## config.mk

```make
export PLATFORM = sky130hd
export DESIGN_NAME = status_command_generator
export DESIGN_NICKNAME = d
export VERILOG_FILES = /design/src/status_decoder_pkg.sv /design/src/sync_stage.sv /design/src/grant_delay.sv /design/src/status_command_generator.sv
export VERILOG_INCLUDE_DIRS = /design/src
export SDC_FILE = /design/constraint.sdc
export NUM_CORES = 1
export LEC_CHECK = 0
export BUFFER_PORTS_ARGS = -buffer_cell sky130_fd_sc_hd__buf_2
export CAP_MARGIN = 40
export CORE_MARGIN = 4
export CORE_UTILIZATION = 40
export CTS_CLUSTER_SIZE = 28
export DETAILED_ROUTE_END_ITERATION = 10
export PLACE_DENSITY = 0.7
export SKIP_LAST_GASP = 1
export SYNTH_ARGS = -nofsm -noshare
export SYNTH_HDL_FRONTEND = slang
export SYNTH_SLANG_ARGS = --single-unit
```

## constraint.sdc

```tcl
create_clock -name clk_sys -period 2.5 [get_ports clk_sys]
set_input_delay 0.375 -clock clk_sys [delete_from_list [all_inputs] [get_ports clk_sys]]
set_output_delay 0.375 -clock clk_sys [all_outputs]
set_load 0.02 [all_outputs]
```

## src/status_decoder_params.svh

```systemverilog
// Constants for the status-decoding command generator
`ifndef STATUS_DECODER_PARAMS_SVH
`define STATUS_DECODER_PARAMS_SVH

// Status codes, bit 2 first, as driven on the active-low status pins
`define STATUS_IRQ_ACK 3'h0
`define STATUS_IO_READ 3'h1
`define STATUS_IO_WRITE 3'h2
`define STATUS_HALT 3'h3
`define STATUS_CODE_FETCH 3'h4
`define STATUS_MEM_READ 3'h5
`define STATUS_MEM_WRITE 3'h6
`define STATUS_PASSIVE 3'h7

// Clock and grant-to-command timing
`define CLK_PERIOD_NS 20
`define GRANT_ENABLE_MIN_NS 110
`define GRANT_ENABLE_MAX_NS 250
`define GRANT_ENABLE_MIN_CYC \
    ((`GRANT_ENABLE_MIN_NS + `CLK_PERIOD_NS - 1) / `CLK_PERIOD_NS)
`define GRANT_ENABLE_MAX_CYC (`GRANT_ENABLE_MAX_NS / `CLK_PERIOD_NS)

// Synchroniser depth and what is left for the grant counter
`define SYNC_STAGES 2
`define GRANT_COUNT_CYC (`GRANT_ENABLE_MIN_CYC - `SYNC_STAGES)
`define GRANT_COUNT_WIDTH 4

// Reset and idle levels
`define CMD_IDLE 1'b1
`define DIR_IDLE 1'b1
`define OE_OFF 1'b1

`endif

```

## src/status_decoder_pkg.sv

```systemverilog
// Types for the status-decoding command generator
package status_decoder_pkg;

    typedef enum logic [2:0] {
        st_idle,
        st_strobe,
        st_lead,
        st_write,
        st_hold
    } cycle_state_t;

    typedef logic [2:0] status_code_t;

endpackage

```

## src/sync_stage.sv

```systemverilog
// Two-flop synchroniser for a group of pin inputs
`timescale 1ns/1ps
module sync_stage #(
    parameter int WIDTH = 1,
    parameter logic [WIDTH-1:0] RESET_VALUE = '0
) (
    input wire logic clk_sys,
    input wire logic nrst,
    input wire logic [WIDTH-1:0] pin_in,
    output logic [WIDTH-1:0] sync_out
);

    logic [WIDTH-1:0] meta;

    // First stage feeds only the second stage
    always_ff @(posedge clk_sys or negedge nrst) begin
        if (!nrst) begin
            meta <= RESET_VALUE;
            sync_out <= RESET_VALUE;
        end else begin
            meta <= pin_in;
            sync_out <= meta;
        end
    end

endmodule

```

## src/grant_delay.sv

```systemverilog
// Counts the settle time between bus grant and command enable
`include "status_decoder_params.svh"
`timescale 1ns/1ps
module grant_delay (
    input wire logic clk_sys,
    input wire logic nrst,
    input wire logic grant_active,
    output logic grant_ready
);

    logic [`GRANT_COUNT_WIDTH-1:0] count;
    logic [`GRANT_COUNT_WIDTH-1:0] next_count;
    logic next_grant_ready;

    localparam logic [`GRANT_COUNT_WIDTH-1:0] LAST =
        `GRANT_COUNT_WIDTH'(`GRANT_COUNT_CYC - 1);

    // Loss of grant clears at once so the next grant waits in full
    always_comb begin
        next_count = count;
        next_grant_ready = 1'b0;
        if (!grant_active) begin
            next_count = '0;
        end else if (count < LAST) begin
            next_count = count + `GRANT_COUNT_WIDTH'(1);
        end else begin
            next_grant_ready = 1'b1;
        end
    end

    always_ff @(posedge clk_sys or negedge nrst) begin
        if (!nrst) begin
            count <= '0;
            grant_ready <= 1'b0;
        end else begin
            count <= next_count;
            grant_ready <= next_grant_ready;
        end
    end

endmodule

```

## src/status_command_generator.sv

```systemverilog
// Status-line decoder driving bus commands and transceiver controls
`include "status_decoder_params.svh"
`timescale 1ns/1ps
module status_command_generator (
    input wire logic clk_sys,
    input wire logic nrst,
    input wire logic cycle_status_bit0_n,
    input wire logic cycle_status_bit1_n,
    input wire logic cycle_status_bit2_n,
    input wire logic bus_grant_n,
    input wire logic command_qualifier,
    input wire logic bus_mode_strap,
    output logic address_strobe,
    output logic data_enable,
    output logic xfer_direction,
    output logic cascade_or_periph_enable,
    output logic early_io_write_n,
    output logic io_write_n,
    output logic io_read_n,
    output logic early_mem_write_n,
    output logic mem_write_n,
    output logic mem_read_n,
    output logic irq_ack_n,
    output logic mem_cmd_oe_n,
    output logic io_cmd_oe_n
);

    // Synchronised pins
    status_decoder_pkg::status_code_t status_sync;
    logic grant_n_sync;
    logic qualifier_sync;
    logic strap_sync;
    logic grant_ready;

    sync_stage #(
        .WIDTH(3),
        .RESET_VALUE(`STATUS_PASSIVE)
    ) u_status_sync (
        .clk_sys(clk_sys),
        .nrst(nrst),
        .pin_in({cycle_status_bit2_n, cycle_status_bit1_n,
                 cycle_status_bit0_n}),
        .sync_out(status_sync)
    );

    // Grant idles released, qualifier idles low, strap idles system mode
    sync_stage #(
        .WIDTH(3),
        .RESET_VALUE(3'h4)
    ) u_ctrl_sync (
        .clk_sys(clk_sys),
        .nrst(nrst),
        .pin_in({bus_grant_n, command_qualifier, bus_mode_strap}),
        .sync_out({grant_n_sync, qualifier_sync, strap_sync})
    );

    grant_delay u_grant_delay (
        .clk_sys(clk_sys),
        .nrst(nrst),
        .grant_active(!grant_n_sync),
        .grant_ready(grant_ready)
    );

    // Cycle sequencer state
    status_decoder_pkg::cycle_state_t state;
    status_decoder_pkg::cycle_state_t next_state;
    status_decoder_pkg::status_code_t code;
    status_decoder_pkg::status_code_t next_code;
    logic io_mode;
    logic next_io_mode;
    logic passive;

    assign passive = (status_sync == `STATUS_PASSIVE);

    // Mode follows the strap; it is static on a real board
    always_comb begin
        next_io_mode = strap_sync;
    end

    always_comb begin
        next_state = state;
        next_code = code;
        case (state)
            status_decoder_pkg::st_idle: begin
                if (!passive) begin
                    // Code held for the whole cycle, halt included
                    next_code = status_sync;
                    next_state = status_decoder_pkg::st_strobe;
                end
            end
            status_decoder_pkg::st_strobe: begin
                if (passive) begin
                    next_state = status_decoder_pkg::st_idle;
                end else begin
                    next_state = status_decoder_pkg::st_lead;
                end
            end
            status_decoder_pkg::st_lead: begin
                if (passive) begin
                    next_state = status_decoder_pkg::st_idle;
                end else begin
                    next_state = status_decoder_pkg::st_write;
                end
            end
            status_decoder_pkg::st_write: begin
                if (passive) begin
                    next_state = status_decoder_pkg::st_idle;
                end else begin
                    next_state = status_decoder_pkg::st_hold;
                end
            end
            status_decoder_pkg::st_hold: begin
                if (passive) begin
                    next_state = status_decoder_pkg::st_idle;
                end
            end
            default: begin
                next_state = status_decoder_pkg::st_idle;
            end
        endcase
    end

    always_ff @(posedge clk_sys or negedge nrst) begin
        if (!nrst) begin
            state <= status_decoder_pkg::st_idle;
            code <= `STATUS_PASSIVE;
            io_mode <= 1'b0;
        end else begin
            state <= next_state;
            code <= next_code;
            io_mode <= next_io_mode;
        end
    end

    // Decode of the coming cycle
    logic strobe_phase;
    logic cmd_phase;
    logic write_phase;
    logic is_irq_ack;
    logic is_io_read;
    logic is_io_write;
    logic is_mem_read;
    logic is_mem_write;
    logic is_read_kind;
    logic is_io_kind;
    logic grant_on;
    logic mem_ok;
    logic io_ok;

    always_comb begin
        strobe_phase = (next_state == status_decoder_pkg::st_strobe);
        cmd_phase = (next_state == status_decoder_pkg::st_lead) ||
                    (next_state == status_decoder_pkg::st_write) ||
                    (next_state == status_decoder_pkg::st_hold);
        // Plain write waits one clock behind the early write
        write_phase = (next_state == status_decoder_pkg::st_write) ||
                      (next_state == status_decoder_pkg::st_hold);
    end

    // Decode table of the code held for this cycle
    always_comb begin
        is_irq_ack = 1'b0;
        is_io_read = 1'b0;
        is_io_write = 1'b0;
        is_mem_read = 1'b0;
        is_mem_write = 1'b0;
        case (next_code)
            `STATUS_IRQ_ACK: begin
                is_irq_ack = 1'b1;
            end
            `STATUS_IO_READ: begin
                is_io_read = 1'b1;
            end
            `STATUS_IO_WRITE: begin
                is_io_write = 1'b1;
            end
            `STATUS_CODE_FETCH: begin
                is_mem_read = 1'b1;
            end
            `STATUS_MEM_READ: begin
                is_mem_read = 1'b1;
            end
            `STATUS_MEM_WRITE: begin
                is_mem_write = 1'b1;
            end
            default: begin
                // Halt and passive give no command
                is_mem_read = 1'b0;
            end
        endcase
        is_read_kind = is_irq_ack || is_io_read || is_mem_read;
        is_io_kind = is_irq_ack || is_io_read || is_io_write;
    end

    // Arbitration and qualifier gating
    always_comb begin
        // Grant is taken from the synced pin, so release is seen first
        grant_on = !grant_n_sync && grant_ready;
        mem_ok = grant_on && qualifier_sync;
        // I/O side skips arbitration in I/O mode
        io_ok = (io_mode || grant_on) && qualifier_sync;
    end

    // Command outputs
    logic next_mem_read_n;
    logic next_early_mem_write_n;
    logic next_mem_write_n;
    logic next_io_read_n;
    logic next_early_io_write_n;
    logic next_io_write_n;
    logic next_irq_ack_n;

    always_comb begin
        next_mem_read_n = !(cmd_phase && is_mem_read && mem_ok);
        next_early_mem_write_n =
            !(cmd_phase && is_mem_write && mem_ok);
        // Plain write only once its early write is already out
        next_mem_write_n = !(write_phase && is_mem_write && mem_ok
            && !early_mem_write_n);
        next_io_read_n = !(cmd_phase && is_io_read && io_ok);
        next_early_io_write_n =
            !(cmd_phase && is_io_write && io_ok);
        next_io_write_n = !(write_phase && is_io_write && io_ok
            && !early_io_write_n);
        next_irq_ack_n = !(cmd_phase && is_irq_ack && io_ok);
    end

    always_ff @(posedge clk_sys or negedge nrst) begin
        if (!nrst) begin
            mem_read_n <= `CMD_IDLE;
            early_mem_write_n <= `CMD_IDLE;
            mem_write_n <= `CMD_IDLE;
            io_read_n <= `CMD_IDLE;
            early_io_write_n <= `CMD_IDLE;
            io_write_n <= `CMD_IDLE;
            irq_ack_n <= `CMD_IDLE;
        end else begin
            mem_read_n <= next_mem_read_n;
            early_mem_write_n <= next_early_mem_write_n;
            mem_write_n <= next_mem_write_n;
            io_read_n <= next_io_read_n;
            early_io_write_n <= next_early_io_write_n;
            io_write_n <= next_io_write_n;
            irq_ack_n <= next_irq_ack_n;
        end
    end

    // Driver enables, low while driving
    logic next_mem_cmd_oe_n;
    logic next_io_cmd_oe_n;

    always_comb begin
        // Drop on the first clock the synced grant is seen released, except the I/O enable in I/O mode
        next_mem_cmd_oe_n = !grant_on;
        next_io_cmd_oe_n = !(io_mode || grant_on);
    end

    always_ff @(posedge clk_sys or negedge nrst) begin
        if (!nrst) begin
            mem_cmd_oe_n <= `OE_OFF;
            io_cmd_oe_n <= `OE_OFF;
        end else begin
            mem_cmd_oe_n <= next_mem_cmd_oe_n;
            io_cmd_oe_n <= next_io_cmd_oe_n;
        end
    end

    // Control outputs
    logic next_address_strobe;
    logic next_data_enable;
    logic next_xfer_direction;
    logic next_cascade_or_periph_enable;
    logic transfer;
    logic periph_xcvr_enable_n;
    logic cascade_addr_enable;

    always_comb begin
        transfer = cmd_phase && (is_io_kind || is_mem_read || is_mem_write);
        // Strobe also marks halt cycles so status can be latched
        next_address_strobe = strobe_phase;
        // Transceiver of the I/O bus moves to the shared pin in I/O mode
        if (is_io_kind && io_mode) begin
            next_data_enable = 1'b0;
            periph_xcvr_enable_n = !(transfer && io_ok);
        end else begin
            next_data_enable =
                transfer && (is_io_kind ? io_ok : mem_ok);
            periph_xcvr_enable_n = 1'b1;
        end
        // Reads turn the transceiver round from the strobe onward
        next_xfer_direction =
            !((strobe_phase || cmd_phase) && is_read_kind);
        // In system mode the cascade address is read out during the address strobe of an acknowledge cycle
        cascade_addr_enable = strobe_phase && is_irq_ack;
        if (io_mode) begin
            next_cascade_or_periph_enable = periph_xcvr_enable_n;
        end else begin
            next_cascade_or_periph_enable = cascade_addr_enable;
        end
    end

    always_ff @(posedge clk_sys or negedge nrst) begin
        if (!nrst) begin
            address_strobe <= 1'b0;
            data_enable <= 1'b0;
            xfer_direction <= `DIR_IDLE;
            cascade_or_periph_enable <= 1'b0;
        end else begin
            address_strobe <= next_address_strobe;
            data_enable <= next_data_enable;
            xfer_direction <= next_xfer_direction;
            cascade_or_periph_enable <= next_cascade_or_periph_enable;
        end
    end

endmodule

```

Yosys cells after proc, flatten, opt, wreduce, memory -nomap -nowiden --
Index checks and enable logic that the tools add are counted.
Operators by class: eq/ne operators 14, add/sub/neg operators 1, order comparisons 1, reduce and logical (&&, ||, !) cells 53, mux-type cells 21
Operators with widths (count):
- 1-bit logical AND | 25
- 3-bit == test, second input constant | 6
- 3-bit by 2-bit == test with 1-bit output, second input constant | 5
- 3-bit two-way mux | 5
- 3-bit case mux with 5 select lines | 1
- 1-bit zero test | 14
- 1-bit two-way mux | 11
- 1-bit logical OR | 10
- 3-bit by 1-bit == test with 1-bit output, second input constant | 3
- 4-bit two-way mux | 2
- 3-bit zero test | 2
- 4-bit by 1-bit adder with 4-bit output, second input constant | 1
- 4-bit by 2-bit less-than comparator with 1-bit output, second input constant | 1
- 2-bit two-way mux | 2
- 2-bit nonzero test | 1
- 2-bit OR reduction | 1
Word-level totals: register bits 37, input bits 8

Depth between registers and ports, before layout --
Gate-level depths: netlist (run 1).
word-level depth 14, depth in mapped cells 6, mapped depth without buffers 4

Modules after synthesis --
From an unflattened synthesis (run 1), not the netlist that was laid out.
Second synthesis, totals: cells, all modules 95, area, all modules 1318.8 sq um
Modules (own cells, without submodules):
- status_command_generator | instances 1, cells each 67, area an instance 798.3 sq um
- grant_delay | instances 1, cells each 16, area an instance 210.2 sq um
- sync_stage (u_status_sync) | instances 1, cells each 6, area an instance 157.7 sq um
- sync_stage (u_ctrl_sync) | instances 1, cells each 6, area an instance 152.6 sq um

Worst setup path before layout (run 1) --
No wires, ideal clock.
path kind reg-to-reg, start point register state[0], end point register data_enable, data arrival time 1.391 ns, path buffers 2, path slack 0.989 ns, stages on the path, launching flop included 7, required time 2.380 ns, cell sequence dfrtp_1 -> buf_6 -> or3_4 -> buf_6 -> o22ai_4 -> nand2_1 -> and3_1
Between the ends: longest elaborated chain between the ends 11, elaborated cells on any way between the ends 35
Ends and longest elaborated chain:
- start: declaration | RTL line status_command_generator.sv:65 | status_decoder_pkg::cycle_state_t state;
- start signal: assignment | RTL line status_command_generator.sv:125 | state <= status_decoder_pkg::st_idle;
- start signal: assignment | RTL line status_command_generator.sv:129 | state <= next_state;
- 3-bit zero test | RTL line status_command_generator.sv:83 | case (state)
- 3-bit two-way mux | RTL line status_command_generator.sv:83
- 3-bit by 1-bit == test with 1-bit output or 3-bit zero test (tied branches) | RTL line status_command_generator.sv:167 | case (next_code)
- 1-bit two-way mux | RTL line status_command_generator.sv:167
- 1-bit logical OR (2 in series) | RTL line status_command_generator.sv:192 | is_io_kind = is_irq_ack || is_io_read || is_io_write;
- 1-bit logical OR (2 in series) | RTL line status_command_generator.sv:278 | transfer = cmd_phase && (is_io_kind || is_mem_read || is_mem_write);
- 1-bit logical AND | RTL line status_command_generator.sv:278
- 1-bit logical AND | RTL line status_command_generator.sv:287 | transfer && (is_io_kind ? io_ok : mem_ok);
- 1-bit two-way mux (*) | RTL line status_command_generator.sv:282 | if (is_io_kind && io_mode) begin
- net next_data_enable | RTL line status_command_generator.sv:270 | logic next_data_enable;
- end signal: assignment | RTL line status_command_generator.sv:310 | data_enable <= next_data_enable;
- end: declaration | RTL line status_command_generator.sv:14 | output logic data_enable,
Mark *: on every way through the listed nets, which the timed path passes. The rest lies on a longest branch. A chain may end at the register's enable or synchronous reset.

Final worst setup path (run 1) --
start point register state[0], end point register io_read_n
Between the ends: longest elaborated chain between the ends 8, elaborated cells on any way between the ends 19
Ends and longest elaborated chain:
- 3-bit == test, or another cell as far along | RTL line status_command_generator.sv:83
- 3-bit case mux with 5 select lines | RTL line status_command_generator.sv:83
- 3-bit by 2-bit == test with 1-bit output, on equally long branches | RTL line status_command_generator.sv:152, status_command_generator.sv:153
- 1-bit logical OR | RTL line status_command_generator.sv:152 | cmd_phase = (next_state == status_decoder_pkg::st_lead) ||
- 1-bit logical OR | RTL line status_command_generator.sv:153 | (next_state == status_decoder_pkg::st_write) ||
- 1-bit logical AND (*) (2 in series) | RTL line status_command_generator.sv:220 | next_io_read_n = !(cmd_phase && is_io_read && io_ok);
- 1-bit zero test (*) | RTL line status_command_generator.sv:220
- net next_io_read_n | RTL line status_command_generator.sv:208 | logic next_io_read_n;
- end signal: assignment | RTL line status_command_generator.sv:233 | io_read_n <= `CMD_IDLE;
- end signal: assignment | RTL line status_command_generator.sv:241 | io_read_n <= next_io_read_n;
- end: declaration | RTL line status_command_generator.sv:19 | output logic io_read_n,
Marked as above.

==> Flow_metrics.wiki, run 1 <==
{| class="wikitable"
! Metric !! Value
|-
| Final weighted congestion in routability-driven placement || ~0.8
|-
| Fraction of final layout cells with drive strength greater than 1 || a little over two fifths
|-
| CTS sink count || 37
|-
| Vias post-DR || 809
|-
| WP data required || 2.75 ns
|-
| Top post-synthesis cells by area || sky130_fd_sc_hd__dfstp_2, sky130_fd_sc_hd__dfrtp_1, sky130_fd_sc_hd__a2111oi_4
|-
| Final hold violations || 0
|-
| Fmax || about 640 MHz
|-
| Number of fillers in the final layout || just under 300
|-
| Result of the run || completed
|-
| Count of inserted antenna diode cells || 0
|-
| Kind of start point of the critical path || flop
|-
| Initial DRC Count || 23
|-
| Least-Margin Pin Slew || 0.746 ns
|-
| Post-DP HPWL || around 1.4 mm
|-
| Count of boundary I/O pins || 21
|-
| Synthesized instance count || 96
|-
| Worst R2R Start || state[0]
|-
| Most frequent standard cell in the layout excluding fill and tap cells || sky130_fd_sc_hd__dfstp_2
|-
| Number of buffers between clock root and the deepest sink || 2
|-
| Overflow left after global routing || 0
|-
| Total wire length after detailed routing || ~2.0 mm
|-
| Cell depth of the worst flop-to-flop path || 3
|-
| Classification of the worst setup path || reg2reg
|-
| Kind of end point of the critical path || flop
|-
| Max-cap violations || 0
|-
| Die outline width || 66.2 µm
|-
| Clock-pin slew reported for the worst setup and hold paths after clock tree synthesis || 0.10 ns
|-
| Post-Syn Nets || 105
|-
| Overall routing resource usage || 11.0%
|-
| Floorplan Core Area || 3150 µm²
|-
| Number of gates resized after cts || 0
|-
| Max H-tree Level || 2
|-
| Seq pwr share || 53.2%
|-
| Count of yosys warnings during synthesis || 0
|-
| Clock tree from TritonCTS || yes
|-
| Placed instance area || 1490 µm²
|-
| Floorplan die area || 4380 µm²
|-
| Mean instance size in the synthesized netlist || 14.1 µm²
|-
| Hold buffer count at CTS || 0
|-
| Maximum fanout along the worst path || 8
|-
| Clock share of power || 20.3%
|-
| Finished Cell Area || roughly 1500 µm²
|-
| Top library cells by usage in the layout, fill and taps aside || sky130_fd_sc_hd__dfstp_2, sky130_fd_sc_hd__buf_2, sky130_fd_sc_hd__dfrtp_1
|-
| Setup violations, final || 0
|-
| Insertion delay of the later-clocked pin in the worst-skew pair || about 0.33 ns
|-
| Port-buffer cells || 20
|-
| Worst hold path class || in2async
|-
| Sequential-to-total area share from yosys stat || 70.3%
|-
| Slack of the worst reg-to-reg path || 0.95 ns
|-
| Net Switching || 0.503 mW
|-
| Count of nets left with antenna violations after detail routing || 0
|-
| Final critical path time including I/O delays and setup || 1.55 ns
|-
| Flip-flop and latch count after synthesis || 37
|-
| Post-layout nets || 130
|-
| Pin count of the biggest net entering global routing || 38
|-
| Peak ir drop on the vdd network || 0.540 mV
|-
| Num CTS Buffers || 5
|-
| Largest clock skew in the final design || between 0.008 and 0.009 ns
|-
| LEAKAGE || 0.652 nW
|-
| Top cell type's share of synthesized area || 40.7%
|-
| Unrepaired setup endpoints after global routing || no
|-
| Average wire per cell in the routed design || 11.8 µm
|-
| Total standard cell area after synthesis || 1360 µm²
|-
| Initial antenna violation count || 0
|-
| Internal Pwr Total || 1.04 mW
|-
| Die boundary height || 66.2 µm
|-
| Sw Share || 32.6%
|-
| Cell accounting for the most synthesized area || sky130_fd_sc_hd__dfstp_2
|-
| Share of the clock period used by the worst path || 62.1%
|-
| Power per unit of standard cell area || 999 nW/µm²
|-
| Relative contribution of combinational cells to total power || 26.5%
|-
| WP data arrival || 1.80 ns
|-
| DRC || 0
|-
| Capture instance of the worst register-to-register path || io_read_n
|-
| Layout overhead on the synthesized area || 14.1%
|-
| Count of final max-slew check failures || 0
|-
| Initial Util || 43.0%
|-
| Average vias per placed instance || 4.87
|-
| First-pass GRT wire length || 3.50 mm
|-
| Detailed-routing iteration count for the pre-antenna-repair pass || 4
|-
| Final-layout setup total negative slack || 0 ns
|-
| Remaining max-slew budget at the tightest pin || 50.2%
|-
| Clock root cell || sky130_fd_sc_hd__clkbuf_4
|-
| Vias in the first global route || 797
|-
| Post-CTS Repair Setup Buffers || 0
|-
| Count of cell types in the netlist || 33
|-
| Number of cell rows || 20
|}
## critical path, stage by stage, from the launching register on
cell and delay, ns:
sky130_fd_sc_hd__dfrtp_1 0.49, sky130_fd_sc_hd__or3_4 0.48, sky130_fd_sc_hd__o22ai_1 0.36, sky130_fd_sc_hd__nand3_1 0.13
## registers in the layout, indices dropped and copies added, names as in the netlist, 3 cells and up
signal and flops:
u_status_sync.meta 3, u_ctrl_sync.meta 3, u_status_sync.sync_out 3, u_grant_delay.count 4
code 3, u_ctrl_sync.sync_out 3, state 3
## worst max-delay path by stage
stage / startpoint / to / slack (ns) / cells past startpoint
floorplan: state[0] / data_enable / 0.99 / 6
global placement: state[0] / xfer_direction / 0.96 / 3
detailed placement: state[0] / xfer_direction / 0.97 / 3
CTS: state[0] / xfer_direction / 0.95 / 3
global route: state[0] / cascade_or_periph_enable / 0.80 / 4
finish: state[0] / io_read_n / 0.95 / 3
## power by group through the flow
stage	logic, mW	registers (mW)	clock network, mW
detailed placement	0.412	0.834	0
floorplan	0.350	0.829	0
global route	0.454	0.839	0.355
global placement	0.405	0.825	0
CTS	0.412	0.825	0.327
finish	0.409	0.823	0.313
## per-stage QoR
stage | utilization [%] | instances | power [mW] | setup WS, ns | hold slack (ns)
3_3_place_gp | 47.2 | 158 | 1.23 | 0.964 | 0.333
6_report | 49.0 | 166 | 1.54 | 0.948 | 0.0966
5_1_grt | 49.0 | 166 | 1.65 | 0.803 | 0.104
2_1_floorplan | - | 96 | 1.18 | 0.989 | 0.0794
4_1_cts | 49.0 | 166 | 1.56 | 0.948 | 0.107
3_5_place_dp | 47.2 | 158 | 1.25 | 0.970 | 0.335
## area by class of cell
class	instances	area (µm²)	area share (%)
Sequential cell	37	952	61.6
Multi-Input combinational cell	55	373	24.1
Timing Repair Buffer	20	100	6.47
Clock buffer	8	58.8	3.80
Tap cell	44	55.1	3.56
Inverter	2	7.51	0.485
## synth_stat cells, drive strengths merged
master and instances:
dfstp 21, dfrtp 16, nor2 8, nand2 6
nor3 6, nand3 4, nor2b 3, a21oi 2
and3 2, buf 2, inv 2, nand3b 2
nor4 2, o21ai 2, o22ai 2, xnor2 2
a2111oi 1, a31oi 1, and2 1, and2b 1
and3b 1, ha 1, mux2i 1, nand2b 1
nand4 1, nor3b 1, o211ai 1, o21bai 1
o22a 1, or3 1
## routing by layer
layer | routed length [µm] | share of wire (%) | track usage [%] | up-vias
li1 | - | - | - | 382
met1 | 871 | 45 | 12.9 | 389
met2 | 872 | 45 | 16.4 | 30
met3 | 152 | 7.8 | 4.25 | 8
met4 | 59 | 3.0 | 7.61 | 0
met5 | 0 | 0 | 0 | -
## cell families (layout without fill, tap and decap cells)
family | count (synthesis) | in the layout | synth area share [%]
AOI/OAI and AO/OA | 11 | 11 | 7.76
xor gates and xnor gates | 2 | 2 | 1.29
adders and majority gates | 1 | 1 | 0.923
buffers and inverters | 4 | 30 | 2.22
DFF | 37 | 37 | 70.3
muxes | 1 | 1 | 0.739
and+or+nand+nor | 40 | 40 | 16.8
(Power assumes the default switching activity.)
==> inputs of run 2 (changes only) <==
- ABC_AREA: unset -> 1
- PLACE_DENSITY: 0.7 -> 0.69
- clock period: 2.5 -> 1.5 ns (I/O delays scaled with it)
==> Flow_metrics.wiki, run 2 <==
{| class="wikitable"
! Metric !! Value
|-
| Result of the run || completed
|-
| Hold-critical path endpoint || io_mode
|-
| Number of buffer and inverter instances along the worst setup path || 2 (+2)
|-
| Power per unit of standard cell area || 1560 nW/µm² (+57%)
|-
| Final critical path time including I/O delays and setup || 1.37 ns (-0.180 ns)
|-
| Flip-flop and latch count after synthesis || 37 (unchanged)
|-
| Max-cap violations || 0 (unchanged)
|-
| CTS sink count || 37 (unchanged)
|-
| Cell depth of the worst flop-to-flop path || 10 (+7)
|-
| Count of inserted antenna diode cells || 0 (unchanged)
|-
| Kind of end point of the critical path || flop
|-
| Post-Syn Nets || 135 (+29%)
|-
| Least-Margin Pin Slew || 0.445 ns (-0.301 ns)
|-
| First-pass GRT wire length || 4.17 mm (+19%)
|-
| Slack of the worst reg-to-reg path || 0.13 ns (-0.82 ns)
|-
| Share of flip-flops with an asynchronous set or reset after synthesis || 100% (unchanged)
|-
| Fraction of final layout cells with drive strength greater than 1 || 40.4% (-3.1 points)
|-
| Top library cells by usage in the layout, fill and taps aside || sky130_fd_sc_hd__nand2_1, sky130_fd_sc_hd__dfstp_2, sky130_fd_sc_hd__buf_2
|-
| Clock root cell || sky130_fd_sc_hd__clkbuf_4
|-
| Die outline width || 67.2 µm (+1.5%)
|-
| Top cell type's share of synthesized area || 39.4% (-1.3 points)
|-
| Count of nets left with antenna violations after detail routing || 0 (unchanged)
|-
| Remaining max-slew budget at the tightest pin || 70.3% (+20 points)
|-
| Average wire per cell in the routed design || 11.4 µm (-3.6%)
|-
| Post-CTS Repair Setup Buffers || 0 (unchanged)
|-
| Peak ir drop on the vdd network || 0.723 mV (+34%)
|-
| Sequential-to-total area share from yosys stat || 67.9% (-2.3 points)
|-
| Vias post-DR || 928 (+15%)
|-
| Cell accounting for the most synthesized area || sky130_fd_sc_hd__dfstp_2
|-
| Share of the clock period used by the worst path || 91.4% (+29 points)
|-
| Initial antenna violation count || 0 (unchanged)
|-
| Unrepaired setup endpoints after global routing || no
|-
| Total standard cell area after synthesis || 1400 µm² (+3.4%)
|-
| Average vias per placed instance || 4.48 (-8.0%)
|-
| DRC || 0 (unchanged)
|-
| Num CTS Buffers || 5 (unchanged)
|-
| Layout overhead on the synthesized area || 21.0%
|-
| Fmax || 729 MHz (+13%)
|-
| Final weighted congestion in routability-driven placement || 0.800 (-0.92%)
|-
| Post-layout nets || 170 (+31%)
|-
| Worst R2R Start || state[0]
|-
| Cells along the critical path || inv_1, nand2_1, nand2_1, nand2_1, inv_1, nand2_1, nor2_2, nand3_1, nand2_1, nand2_1
|-
| Worst hold path class || reg2reg
|-
| Top post-synthesis cells by area || sky130_fd_sc_hd__dfstp_2, sky130_fd_sc_hd__dfrtp_1, sky130_fd_sc_hd__nand2_1
|-
| Initial DRC Count || 38 (+65%)
|-
| Clock tree from TritonCTS || yes
|-
| Initial Util || 41.7% (-1.3 points)
|-
| LEAKAGE || 0.783 nW (+20%)
|-
| WP data arrival || 1.61 ns (-0.19 ns)
|-
| Number of cell rows || 21 (+5.0%)
|-
| Floorplan die area || 4510 µm² (+3.0%)
|-
| Leading cell types by count after synthesis || sky130_fd_sc_hd__dfstp_2, sky130_fd_sc_hd__nand2_1, sky130_fd_sc_hd__inv_1, sky130_fd_sc_hd__dfrtp_1, sky130_fd_sc_hd__nor2_1
|-
| Count of cell types in the netlist || 22 (-33%)
|-
| Mean instance size in the synthesized netlist || 11.1 µm² (-21%)
|-
| Classification of the worst setup path || reg2reg
|-
| Final-layout setup total negative slack || 0 ns (unchanged)
|-
| Clock-pin slew reported for the worst setup and hold paths after clock tree synthesis || 0.10 ns (about the same)
|-
| Final hold violations || 0 (unchanged)
|-
| Detailed-routing iteration count for the pre-antenna-repair pass || 2 (-2)
|-
| Worst stage delay on the critical path || 0.43 ns (-0.06 ns)
|-
| Flip-flop cell with the highest count after synthesis || sky130_fd_sc_hd__dfstp_2
|-
| Hold wc startpoint || u_ctrl_sync.sync_out[0]
|-
| Critical-path top delay cell || sky130_fd_sc_hd__dfrtp_1
|-
| Total wire length after detailed routing || 2.35 mm (+20%)
|-
| Count of boundary I/O pins || 21 (unchanged)
|-
| Overall routing resource usage || 12.9% (+1.9 points)
|-
| Post-DP HPWL || 1.78 mm (+27%)
|-
| Insertion delay of the later-clocked pin in the worst-skew pair || 0.33 ns (about the same)
|-
| Hold-critical path depth || 0
|-
| Number of buffers between clock root and the deepest sink || 2 (unchanged)
|-
| Setup violations, final || 0 (unchanged)
|-
| Top register by number of flip-flops || u_grant_delay.count
|-
| Vias in the first global route || 933 (+17%)
|-
| Post-route core utilization || 50.4% (+1.4 points)
|-
| WP data required || 1.74 ns (-1.01 ns)
|-
| Max H-tree Level || 2 (unchanged)
|-
| Largest clock skew in the final design || 0.00644 ns (-0.00166 ns)
|-
| Pin count of the biggest net entering global routing || 20 (-47%)
|-
| Synthesized instance count || 126 (+31%)
|-
| Number of enable-type register cells in the synthesized netlist || 0 (unchanged)
|-
| Maximum fanout along the worst path || 4 (-4)
|-
| Most used cell, CP || sky130_fd_sc_hd__nand2_1
|-
| Count of yosys warnings during synthesis || 0 (unchanged)
|-
| Number of flip-flops in the largest register || 4 (unchanged)
|-
| Top cell family by delay on the critical path || simple AND/OR/NAND/NOR gates
|-
| Count of final max-slew check failures || 0 (unchanged)
|-
| Worst hold slack after final layout || 0.357 ns (+0.261 ns)
|-
| Kind of start point of the critical path || flop
|-
| Capture instance of the worst register-to-register path || cascade_or_periph_enable
|-
| Critical Path Source || state[0]
|-
| Die boundary height || 67.2 µm (+1.5%)
|-
| Overflow left after global routing || 0 (unchanged)
|-
| Port-buffer cells || 20 (unchanged)
|-
| Floorplan Core Area || 3360 µm² (+6.7%)
|}
==> run 2: cell types whose count changed after synthesis, sizes merged, moves of 3 or more <==
| cell | change |
|---|---|
| nand2 | +21 |
| inv | +17 |
| nor2 | +12 |
| nor3 | -3 |
| nand3 | +6 |
| nor2b | -3 |
==> run 2: metrics by stage <==
stage	cells	setup WS (ns)	power (mW)	cell area, µm²
finish	207	0.129	2.65	1700
global route	207	0.000953	2.86	1700
CTS	207	0.108	2.67	1700
detailed placement	193	0.115	2.19	1580
global placement	193	0.189	2.15	1580
floorplan	126	0.278	1.98	1400
==> run 2: worst max path at each step <==
stage / to / cells past startpoint / slack, ns
after floorplan: cascade_or_periph_enable / 8 / 0.28
after global placement: cascade_or_periph_enable / 6 / 0.19
after detailed placement: cascade_or_periph_enable / 10 / 0.11
after CTS: cascade_or_periph_enable / 10 / 0.11
after global routing: cascade_or_periph_enable / 10 / 0.001
final: cascade_or_periph_enable / 10 / 0.13
==> run 2: kinds of logic (layout without fill, tap and decap cells) <==
logic type	after synthesis	count (layout)	synth area share, %
AOI/OAI and AO/OA	6	6	3.12
DFF	37	37	67.9
and+or+nand+nor	63	63	22.9
buffers and inverters	19	54	5.09
adders and majority gates	1	1	0.893
==> run 2: per-layer routing <==
metal | track usage (%) | wire [µm]
met4 | 7.09 | 70
met2 | 21.7 | 1170
met5 | 0 | 0
met3 | 4.99 | 134
met1 | 13.9 | 969
==> run 2: final cells by class <==
type / instances / area, µm²
well taps: 46 / 57.6
clock inverters: 1 / 5.00
clock buffers: 6 / 41.3
multi-input cells: 70 / 378
inverters: 19 / 71.3
repair buffers: 28 / 190
fillers: 318 / 1670
flip-flops and latches: 37 / 952
==> run 2: worst reg2reg max path: cells and delay by family (launching register included) <==
kind / cells / cell delay [ns]
flops: 1 / 0.43
buf+inv: 2 / 0.17
simple gates: 8 / 0.68
==> run 2: power breakdown <==
| group | switching [mW] | leakage [nW] | internal (mW) |
|---|---|---|---|
| Sequential | 0.0916 | 0.423 | 1.20 |
| Clock | 0.297 | 0.0281 | 0.173 |
| Combinational | 0.606 | 0.332 | 0.287 |
==> run 2: repair_timing <==
action | in CTS | in global routing
hold buffers | 7 | 0
gates resized for setup | 0 | 0
hold endpoints to repair | 14 | 0
setup endpoints to repair | 0 | 0
